## src/scan_seq_pkg.sv

```systemverilog
// constants, types and timing for the scan sequencer and trigger control
package scan_seq_pkg;
   // channel clock periods in ns and derived cycle counts at the 100 MHz core clock
   localparam int CORE_PERIOD_NS = 10;
   localparam int CHAN_PERIOD_SLOW_NS = 10000;
   localparam int CHAN_PERIOD_FAST_NS = 5000;
   localparam logic [9:0] CHAN_CYC_SLOW = 10'((CHAN_PERIOD_SLOW_NS + CORE_PERIOD_NS - 1) / CORE_PERIOD_NS);
   localparam logic [9:0] CHAN_CYC_FAST = 10'((CHAN_PERIOD_FAST_NS + CORE_PERIOD_NS - 1) / CORE_PERIOD_NS);
   // hold skew bound: all hold stages share one enable, well inside this figure
   localparam int HOLD_SKEW_NS = 50;
   // scan list geometry
   localparam int ENTRY_W = 8;
   localparam int LIST_DEPTH = 256;
   localparam int BASE_W = 4;
   localparam int SUB_W = 4;
   localparam int GAIN_W = 2;
   localparam int XGAIN_W = 2;
   localparam int ENTRY_BITS = 13;
   // entry field positions
   localparam int F_BASE_LSB = 0;
   localparam int F_SUB_LSB = 4;
   localparam int F_GAIN_LSB = 8;
   localparam int F_XGAIN_LSB = 10;
   localparam int F_BIPOLAR = 12;
   // register offsets (word indices)
   localparam logic [9:0] A_CTRL = 10'h000;
   localparam logic [9:0] A_STATUS = 10'h001;
   localparam logic [9:0] A_NENTRY = 10'h002;
   localparam logic [9:0] A_PERIOD = 10'h003;
   localparam logic [9:0] A_PRECNT = 10'h004;
   localparam logic [9:0] A_POSTCNT = 10'h005;
   localparam logic [9:0] A_COMMAND = 10'h006;
   localparam logic [9:0] A_SCANCNT = 10'h007;
   localparam logic [9:0] A_LIST = 10'h100;
   // control field positions
   localparam int C_FAST = 0;
   localparam int C_SRC_LSB = 1;
   localparam int C_SIMUL = 3;
   localparam int C_EDGE_FALL = 4;
   localparam int C_ABOVE = 5;
   // command bits
   localparam int K_ARM = 0;
   localparam int K_SWTRIG = 1;
   localparam int K_DISARM = 2;
   // trigger sources
   localparam logic [1:0] SRC_SW = 2'h0;
   localparam logic [1:0] SRC_TTL = 2'h1;
   localparam logic [1:0] SRC_ANALOG = 2'h2;
   // acquisition states, one-hot
   typedef enum logic [3:0]
   {
      ST_IDLE = 4'h1,
      ST_PRE = 4'h2,
      ST_WAIT = 4'h4,
      ST_POST = 4'h8
   } acq_e;
endpackage

```

## src/scan_sequencer_trigger.sv

```systemverilog
// scan sequencer with arm, trigger and pre/post trigger scan counting
`timescale 1ns/100ps
// Notes on behaviour
// RL1: each scan entry keeps its own gain
// RL2: channel spacing one channel-clock period, 10/5 us
// RL3: scan list entries in any channel order
// RL4: each tick walks all entries, applying gain/range
// RL5: expansion card selects driven per entry
// RL6: armed state waits for trigger
// RL7: nonzero pre count: scan continuously until trigger
// RL8: zero pre count: idle until trigger
// RL9: post count scans then auto disarm
// RL10: trigger from software, TTL pin, analog level
// RL11: analog trigger reserves one output for threshold
// RL12: hold enable freezes all channels together
// RL13: channels stepped out while held
// RL14: up to 256 simultaneous channels
// RL15: host picks slow clock for slow cards
// RL16: four expansion address lines per entry
// RL17: host keeps scan period above list time
module scan_sequencer_trigger
(
   input wire logic I_CORE_CLK, // 100 MHz core clock
   input wire logic I_RSTN, // async reset, active low
   input wire logic [9:0] I_ADDR, // register word index
   input wire logic [31:0] I_WDATA, // write data
   input wire logic I_WR, // write strobe
   input wire logic I_RD, // read strobe
   output logic [31:0] O_RDATA, // read data, cycle after strobe
   input wire logic I_TTL_TRIG, // external trigger pin, async
   input wire logic I_ANALOG_CMP, // threshold comparator output, async
   output logic [scan_seq_pkg::BASE_W-1:0] O_BASE_SEL, // base channel mux select
   output logic [scan_seq_pkg::GAIN_W-1:0] O_GAIN, // base amplifier gain code
   output logic O_BIPOLAR, // range: 1 bipolar, 0 unipolar
   output logic [scan_seq_pkg::SUB_W-1:0] O_EXP_ADDR, // expansion connector sub-channel lines
   output logic [scan_seq_pkg::XGAIN_W-1:0] O_EXP_GAIN, // expansion connector gain lines
   output logic O_SAMPLE, // one-cycle convert request
   output logic O_SCAN_PRE, // sample belongs to a pre-trigger scan
   output logic O_HOLD, // simultaneous_sample_hold enable
   output logic O_THRESH_OWNED, // threshold output claimed by trigger
   output logic O_ARMED // acquisition armed
);
   import scan_seq_pkg::*;

   ////////////////////////////////////////////////////////////////////////
   // state
   typedef struct packed
   {
      acq_e st;
      logic [5:0] ctrl;
      logic [8:0] nentry;
      logic [31:0] period;
      logic [31:0] precnt;
      logic [31:0] postcnt;
      logic [31:0] tick_cnt; // scan timebase counter
      logic [31:0] scans; // scans taken in this phase
      logic walking; // scan in progress
      logic [7:0] idx; // current entry
      logic [9:0] chan_cnt; // channel clock counter
      logic [1:0] ttl_sync;
      logic [1:0] cmp_sync;
      logic ttl_prev;
      logic cmp_prev;
      logic sw_trig;
      logic [31:0] rdata;
      logic [BASE_W-1:0] base;
      logic [GAIN_W-1:0] gain;
      logic bip;
      logic [SUB_W-1:0] sub;
      logic [XGAIN_W-1:0] xgain;
      logic sample;
      logic pre_tag;
      logic hold;
   } state_s;

   state_s cur_ff;
   state_s nxt_ff;
   // scan list memory: independent gain, range and selects per entry
   logic [ENTRY_BITS-1:0] list_mem [LIST_DEPTH]; // [RL1] [RL3]
   logic [ENTRY_BITS-1:0] entry; // entry under the sequencer
   logic [ENTRY_BITS-1:0] rd_entry; // entry under a software read
   logic list_we; // list write
   logic [9:0] chan_period; // selected channel spacing
   logic trig_hit; // trigger event this cycle
   logic tick; // scan timebase tick
   logic entry_done; // channel period ended
   logic last_entry; // current entry is the last

   ////////////////////////////////////////////////////////////////////////
   // list memory, written directly by software
   assign list_we = I_WR && (I_ADDR[9:8] == A_LIST[9:8]);
   assign entry = list_mem[cur_ff.idx];
   assign rd_entry = list_mem[I_ADDR[7:0]];

   // memory holds no control state, so no reset is needed
   always_ff @(posedge I_CORE_CLK)
   begin
      if (list_we)
      begin
         list_mem[I_ADDR[7:0]] <= I_WDATA[ENTRY_BITS-1:0];
      end
   end

   ////////////////////////////////////////////////////////////////////////
   // next-state logic
   always_comb
   begin
      nxt_ff = cur_ff;
      // pins pass two flops; only the second stage is compared
      nxt_ff.ttl_sync = {cur_ff.ttl_sync[0], I_TTL_TRIG};
      nxt_ff.cmp_sync = {cur_ff.cmp_sync[0], I_ANALOG_CMP};
      nxt_ff.ttl_prev = cur_ff.ttl_sync[1];
      nxt_ff.cmp_prev = cur_ff.cmp_sync[1];
      nxt_ff.sample = 1'b0;
      nxt_ff.sw_trig = 1'b0;
      // channel spacing from the clock select bit
      chan_period = cur_ff.ctrl[C_FAST] ? CHAN_CYC_FAST : CHAN_CYC_SLOW; // [RL2]
      // trigger source select
      case (cur_ff.ctrl[C_SRC_LSB +: 2]) // [RL10]
         SRC_TTL:
         begin
            trig_hit = cur_ff.ctrl[C_EDGE_FALL] ? (cur_ff.ttl_prev && !cur_ff.ttl_sync[1])
                                                : (!cur_ff.ttl_prev && cur_ff.ttl_sync[1]);
         end
         SRC_ANALOG:
         begin
            // comparator high means the input is above threshold
            trig_hit = cur_ff.ctrl[C_ABOVE] ? (!cur_ff.cmp_prev && cur_ff.cmp_sync[1])
                                            : (cur_ff.cmp_prev && !cur_ff.cmp_sync[1]);
         end
         default:
         begin
            trig_hit = cur_ff.sw_trig;
         end
      endcase
      // scan timebase counts only while scans may run
      tick = 1'b0;
      if (cur_ff.st == ST_PRE || cur_ff.st == ST_POST)
      begin
         if (cur_ff.tick_cnt == 32'h0)
         begin
            tick = 1'b1;
            nxt_ff.tick_cnt = cur_ff.period;
         end
         else
         begin
            nxt_ff.tick_cnt = cur_ff.tick_cnt - 32'h1;
         end
      end
      else
      begin
         nxt_ff.tick_cnt = 32'h0;
      end
      // entry walk: one sample per channel period
      entry_done = cur_ff.walking && (cur_ff.chan_cnt == 10'h0);
      last_entry = ({1'b0, cur_ff.idx} + 9'h1) >= cur_ff.nentry;
      if (tick && !cur_ff.walking && cur_ff.nentry != 9'h0)
      begin
         // a tick during a walk is lost; the host keeps the period long enough [RL17]
         nxt_ff.walking = 1'b1; // [RL4]
         nxt_ff.idx = 8'h0;
         nxt_ff.chan_cnt = 10'h0;
         nxt_ff.pre_tag = (cur_ff.st == ST_PRE);
         // freeze every hold stage for the whole scan in one edge
         nxt_ff.hold = cur_ff.ctrl[C_SIMUL]; // [RL12] [RL14]
      end
      else if (entry_done)
      begin
         // present entry selects and gain, then request the sample [RL4]
         nxt_ff.base = entry[F_BASE_LSB +: BASE_W];
         nxt_ff.gain = entry[F_GAIN_LSB +: GAIN_W]; // [RL1]
         nxt_ff.bip = entry[F_BIPOLAR];
         nxt_ff.sub = entry[F_SUB_LSB +: SUB_W]; // [RL5] [RL16]
         nxt_ff.xgain = entry[F_XGAIN_LSB +: XGAIN_W]; // [RL5]
         nxt_ff.sample = 1'b1; // [RL13]
         nxt_ff.chan_cnt = chan_period - 10'h1; // [RL2]
         if (last_entry)
         begin
            nxt_ff.walking = 1'b0;
            // a scan begun before the trigger does not count as a post scan
            if (cur_ff.pre_tag == (cur_ff.st == ST_PRE))
            begin
               nxt_ff.scans = cur_ff.scans + 32'h1;
            end
         end
         else
         begin
            nxt_ff.idx = cur_ff.idx + 8'h1;
         end
      end
      else if (cur_ff.walking)
      begin
         nxt_ff.chan_cnt = cur_ff.chan_cnt - 10'h1;
      end
      else
      begin
         // release the hold in the cycle after the last channel's convert request
         nxt_ff.hold = 1'b0;
      end
      // acquisition state machine
      case (cur_ff.st)
         ST_IDLE:
         begin
            nxt_ff.scans = 32'h0;
         end
         ST_PRE:
         begin
            // keep collecting until the trigger arrives [RL7]
            if (trig_hit)
            begin
               nxt_ff.st = ST_POST; // [RL6]
               nxt_ff.scans = 32'h0;
            end
         end
         ST_WAIT:
         begin
            // no scans while waiting [RL8]
            if (trig_hit)
            begin
               nxt_ff.st = (cur_ff.postcnt == 32'h0) ? ST_IDLE : ST_POST; // [RL6]
               nxt_ff.scans = 32'h0;
            end
         end
         ST_POST:
         begin
            // stop one cycle after the last post convert, so it goes out while armed [RL9]
            if (!cur_ff.walking && cur_ff.scans >= cur_ff.postcnt)
            begin
               nxt_ff.st = ST_IDLE;
               // a tick landing here must not start a walk after disarm
               nxt_ff.walking = 1'b0;
               nxt_ff.hold = 1'b0;
            end
         end
         default:
         begin
            nxt_ff.st = ST_IDLE;
         end
      endcase
      // register writes
      if (I_WR)
      begin
         case (I_ADDR)
            A_CTRL: nxt_ff.ctrl = I_WDATA[5:0];
            A_NENTRY: nxt_ff.nentry = (I_WDATA[8:0] > 9'(LIST_DEPTH)) ? 9'(LIST_DEPTH) : I_WDATA[8:0];
            A_PERIOD: nxt_ff.period = I_WDATA;
            A_PRECNT: nxt_ff.precnt = I_WDATA;
            A_POSTCNT: nxt_ff.postcnt = I_WDATA;
            A_COMMAND:
            begin
               if (I_WDATA[K_DISARM])
               begin
                  nxt_ff.st = ST_IDLE;
                  nxt_ff.walking = 1'b0;
                  nxt_ff.hold = 1'b0;
                  nxt_ff.sample = 1'b0;
               end
               else if (I_WDATA[K_ARM] && cur_ff.st == ST_IDLE)
               begin
                  nxt_ff.st = (cur_ff.precnt != 32'h0) ? ST_PRE : ST_WAIT; // [RL7] [RL8]
                  nxt_ff.scans = 32'h0;
               end
               nxt_ff.sw_trig = I_WDATA[K_SWTRIG] && cur_ff.st != ST_IDLE; // [RL10]
            end
            default:
            begin
            end
         endcase
      end
      // reads: data stand in the cycle after the strobe, zero otherwise
      nxt_ff.rdata = 32'h0;
      if (I_RD)
      begin
         case (I_ADDR)
            A_CTRL: nxt_ff.rdata = {26'h0, cur_ff.ctrl};
            A_STATUS: nxt_ff.rdata = {26'h0, cur_ff.walking, cur_ff.hold, cur_ff.st};
            A_NENTRY: nxt_ff.rdata = {23'h0, cur_ff.nentry};
            A_PERIOD: nxt_ff.rdata = cur_ff.period;
            A_PRECNT: nxt_ff.rdata = cur_ff.precnt;
            A_POSTCNT: nxt_ff.rdata = cur_ff.postcnt;
            A_SCANCNT: nxt_ff.rdata = cur_ff.scans;
            default:
            begin
               if (I_ADDR[9:8] == A_LIST[9:8])
               begin
                  nxt_ff.rdata = {19'h0, rd_entry};
               end
            end
         endcase
      end
   end

   ////////////////////////////////////////////////////////////////////////
   // state register
   always_ff @(posedge I_CORE_CLK or negedge I_RSTN)
   begin
      if (!I_RSTN)
      begin
         cur_ff <= '{st: ST_IDLE, default: '0};
      end
      else
      begin
         cur_ff <= nxt_ff;
      end
   end

   ////////////////////////////////////////////////////////////////////////
   // outputs
   // read data come straight from a flop and stand for one cycle
   assign O_RDATA = cur_ff.rdata;
   assign O_BASE_SEL = cur_ff.base;
   assign O_GAIN = cur_ff.gain;
   assign O_BIPOLAR = cur_ff.bip;
   assign O_EXP_ADDR = cur_ff.sub; // [RL16]
   assign O_EXP_GAIN = cur_ff.xgain;
   assign O_SAMPLE = cur_ff.sample;
   assign O_SCAN_PRE = cur_ff.pre_tag;
   assign O_HOLD = cur_ff.hold;
   // threshold output is reserved whenever analog triggering is selected
   assign O_THRESH_OWNED = (cur_ff.ctrl[C_SRC_LSB +: 2] == SRC_ANALOG); // [RL11]
   assign O_ARMED = (cur_ff.st != ST_IDLE); // [RL6]
endmodule

```

## config.mk

```make
export PLATFORM = sky130hd
export DESIGN_NAME = scan_sequencer_trigger
export DESIGN_NICKNAME = d
export VERILOG_FILES = /design/src/scan_seq_pkg.sv /design/src/scan_sequencer_trigger.sv
export SDC_FILE = /design/constraint.sdc
export NUM_CORES = 2
export LEC_CHECK = 0
export BUFFER_PORTS_ARGS = -buffer_cell sky130_fd_sc_hd__clkbuf_2
export CELL_PAD_IN_SITES_DETAIL_PLACEMENT = 1
export CELL_PAD_IN_SITES_GLOBAL_PLACEMENT = 1
export CORE_MARGIN = 2
export CORE_UTILIZATION = 43
export CTS_CLUSTER_SIZE = 24
export DETAILED_ROUTE_END_ITERATION = 10
export PLACE_DENSITY_LB_ADDON = 0.1
export SETUP_SLACK_MARGIN = 0.5
export SKIP_LAST_GASP = 1
export SLEW_MARGIN = 25
export SYNTH_ARGS = -nofsm -noshare
export SYNTH_HDL_FRONTEND = slang
export SYNTH_SLANG_ARGS = --single-unit
export TNS_END_PERCENT = 20
```

## constraint.sdc

```tcl
create_clock -name I_CORE_CLK -period 5.54 [get_ports I_CORE_CLK]
set_clock_uncertainty 0.2 [all_clocks]
set_input_delay 0.554 -clock I_CORE_CLK [delete_from_list [all_inputs] [get_ports I_CORE_CLK]]
set_output_delay 0.554 -clock I_CORE_CLK [all_outputs]
set_load 0.005 [all_outputs]
```

==> metrics.yaml <==
floorplan:
  ios: 98
  dieArea_um2: 393000
  initial_core_util_pct: 43.23
  die_h_um: 626.9
  rows: 228
  coreArea_um2: 386000
  fp.dieW_um: 626.9
sta:
  period_needed_ns: 4.896
  grt_setup_unrepaired: "false"
  fin_ws_ns: 0.6437
  whs_ns: -0.01515
  fin_crit_sh_pct: 88.38
  fmax_mhz: 204.2
  tns_ns: 0
  setup_viol: 0
  tightest_slew_ns: 1.265
  timing.slew.headroom_pct: 13.51
  finalHoldViolations: 4
  drv_slew: 0
detailed_routing:
  antenna_left: 0
  dr_total_vias: 97240
  wl_per_cell_um: 43.70
  vias_per_cell: 6.763
  dr.pass1.iters: 6
  drt_iter0_markers: 14220
  drc: 0
  routed_wl_um: 628400
yosys:
  syn_inst: 8280
  synth_edf_count: 3328
  synth_top_cell_area_share_pct: 59.90
  synth-main-ff-cell: "edfxtp_1"
  syn_area_per_cell_um2: 20.15
  syn-num-nets: 8376
  synth_seq_cells: 3581
  synth_warnings: 0
  ys_top_cells_by_area: "edfxtp_1 60%, mux4_2 26%, dfrtp_1 3.8%"
  ys_seq_area_share_pct: 63.69
  synth_top_area_cell: "edfxtp_1"
  async_flop_share_pct: 7.065
  synth.distinct_cells: 81
  synth_area_um2: 166800
clock_tree:
  ctsHtreeMaxLevel: 5
  clk_pin_slew_ns: 0.06
  cts_sinks: 3581
  cts_buffer_depth: 4
  tritoncts: "built"
  root_buffer: "clkbuf_16"
  insertion_delay_ns: 1.02
  cts_buffers: 403
  cts_resized: 0
critical_path:
  worst_path_max_delay_cell: "dfrtp_4"
  crit_path_max_incr_delay_ns: 0.91
  crit_type: "register to register"
  ff2ff_path_depth: 8
  cp-end-kind: "register"
  critical_path.cell_chain: "buf_12, buf_12, mux4_2, mux4_2, mux2i_1, o22ai_1, a2111oi_1, nand3_1"
  path_max_fanout: 63
  crit_required_ns: 6.16
  worst_ep_arrival_time_ns: 5.52
  start_kind: "register"
  r2r_slack_ns: 0.64
pwr:
  peakVddDrop_mv: 0.2631
  p_leak_nw: 60.25
  pwr_density_cell_nw_per_um2: 314.6
final_layout:
  fin_nets: 8949
  drive_gt1_share_pct: 38.73
  seqCellArea_um2: 106300
  syn_to_final_growth_pct: 14.82
  multiInputGateArea_um2: 57620
  layout.cells.most_common_list: "3,328 x edfxtp_1, 1,929 x mux4_2, 621 x buf_4"
  final_common_cell: "edfxtp_1"
  fillers: 34440
status:
  outcome: "finished, violations left"
  violations: "hold timing"
run:
  max_cap_viol_count: 0
global_routing:
  antenna_found_initial: 46
  grt_max_degree: 177
  grt_use_total_pct: 32.06
  grt_pass1_vias: 99510
  overflow: 0
  grt_pass1_wl_um: 859400
worst_hold_path:
  min_path_type: "input port to asynchronous set/reset pin"
placement:
  dp_hpwl_um: 417800
  place.gp.congestion: 1.007
  portBuffers: 97
  place_ws_ns: 0.2460
## metrics by stage
stage	hold WS [ns]	instance area, µm²	instances	utilization (%)	power (mW)
after floorplan	0.05841	166800	8280	-	31.45
after global placement	0.1422	177400	13580	45.97	33.15
after detailed placement	0.1434	177600	13580	46.02	33.21
after CTS	0.001887	191500	14360	49.61	60.59
after global routing	0.05023	191600	14370	49.63	61.66
final	-0.01515	191600	14380	49.64	60.28
## flip-flops by register name, summed over array words and instances, names as in the netlist
| name | flops |
|---|---|
| list_mem | 3328 |
| cur_ff | 205 |
| O_RDATA | 32 |
| O_BASE_SEL | 4 |
| O_EXP_ADDR | 4 |
| O_EXP_GAIN | 2 |
| O_GAIN | 2 |
| O_BIPOLAR | 1 |
| O_HOLD | 1 |
| O_SAMPLE | 1 |
| O_SCAN_PRE | 1 |
## cells in the mapped netlist (22+ instances only)
cell	instances
xnor2_1	29
nor4_1	46
o21ai_0	56
nor3_1	43
mux2i_1	269
a211oi_1	70
mux4_2	1929
ha_1	48
buf_4	70
o211ai_1	22
a22oi_1	118
a21oi_1	94
mux2_2	118
o22ai_1	103
nand4_1	31
nand2_1	210
clkbuf_1	307
nor2_1	368
buf_2	231
nand3_1	43
nand2b_1	39
buf_1	61
edfxtp_1	3328
inv_1	66
nor2b_1	48
dfrtp_1	252
## worst paths after layout
check / startpoint / endpoint
min in group I_CORE_CLK: I_ANALOG_CMP / cur_ff[51]$_DFF_PN0_
min: I_RSTN / cur_ff[132]$_DFF_PN0_
max: cur_ff[66]$_DFFE_PN0P_ / O_EXP_ADDR[2]$_DFFE_PN0P_
max reg2reg: cur_ff[66]$_DFFE_PN0P_ / O_EXP_ADDR[2]$_DFFE_PN0P_
min reg2reg: cur_ff[51]$_DFF_PN0_ / cur_ff[52]$_DFF_PN0_
max in group asynchronous: I_RSTN / cur_ff[123]$_DFF_PN0_
## where the power goes
group / internal (mW) / total [mW] / leakage [nW] / switching, mW
Clock: 16.1 / 27.6 / 6.54 / 11.5
Sequential: 29.6 / 29.6 / 33.4 / 0.0428
Combinational: 0.996 / 3.09 / 20.3 / 2.10
## timing repair
item	CTS	global route
hold buffers	38	1
buffers inserted	0	0
endpoints found under the hold margin	601	13
## logic make-up (layout without fill, tap and decap cells)
kind of cell,count (synthesis),in the layout,share of synthesized area [%]
AO/OA/AOI/OAI,634,634,2.671
multiplexers,2316,2316,28.45
XOR/XNOR,41,41,0.2152
AND/OR/NAND/NOR,918,918,2.586
other,0,12,0
adder cells (fa/ha/maj),48,48,0.3600
buffers and inverters,742,1654,2.028
flip-flops,3581,3581,63.69
## worst max-delay path, delay by kind of cell (launching register included)
kind            cells  cell delay [ns]
flops               1             0.91
simple gates        1             0.16
compound gates      2             1.17
mux                 3             1.25
buf+inv             2             0.83
## cell type report
type | count | area share (%)
repair buffers | 844 | 3.879
inverters | 66 | 0.1332
multi-input cells | 3957 | 30.08
well taps | 5175 | 3.380
clock inverters | 244 | 1.464
flip-flops and latches | 3581 | 55.48
diodes | 12 | 0.01567
clock buffers | 500 | 5.572
## per-layer routing
metal	routed length (µm)	global-route usage, %	part of all wire [%]	up-vias
met5	172	0	0.027	-
met4	38790	16.31	6.2	26
met3	62180	7.472	9.9	1181
met2	289000	49.22	46	5333
met1	238300	43.02	38	53710
li1	-	-	-	36990
No activity file was read; power rests on OpenSTA's default activity.
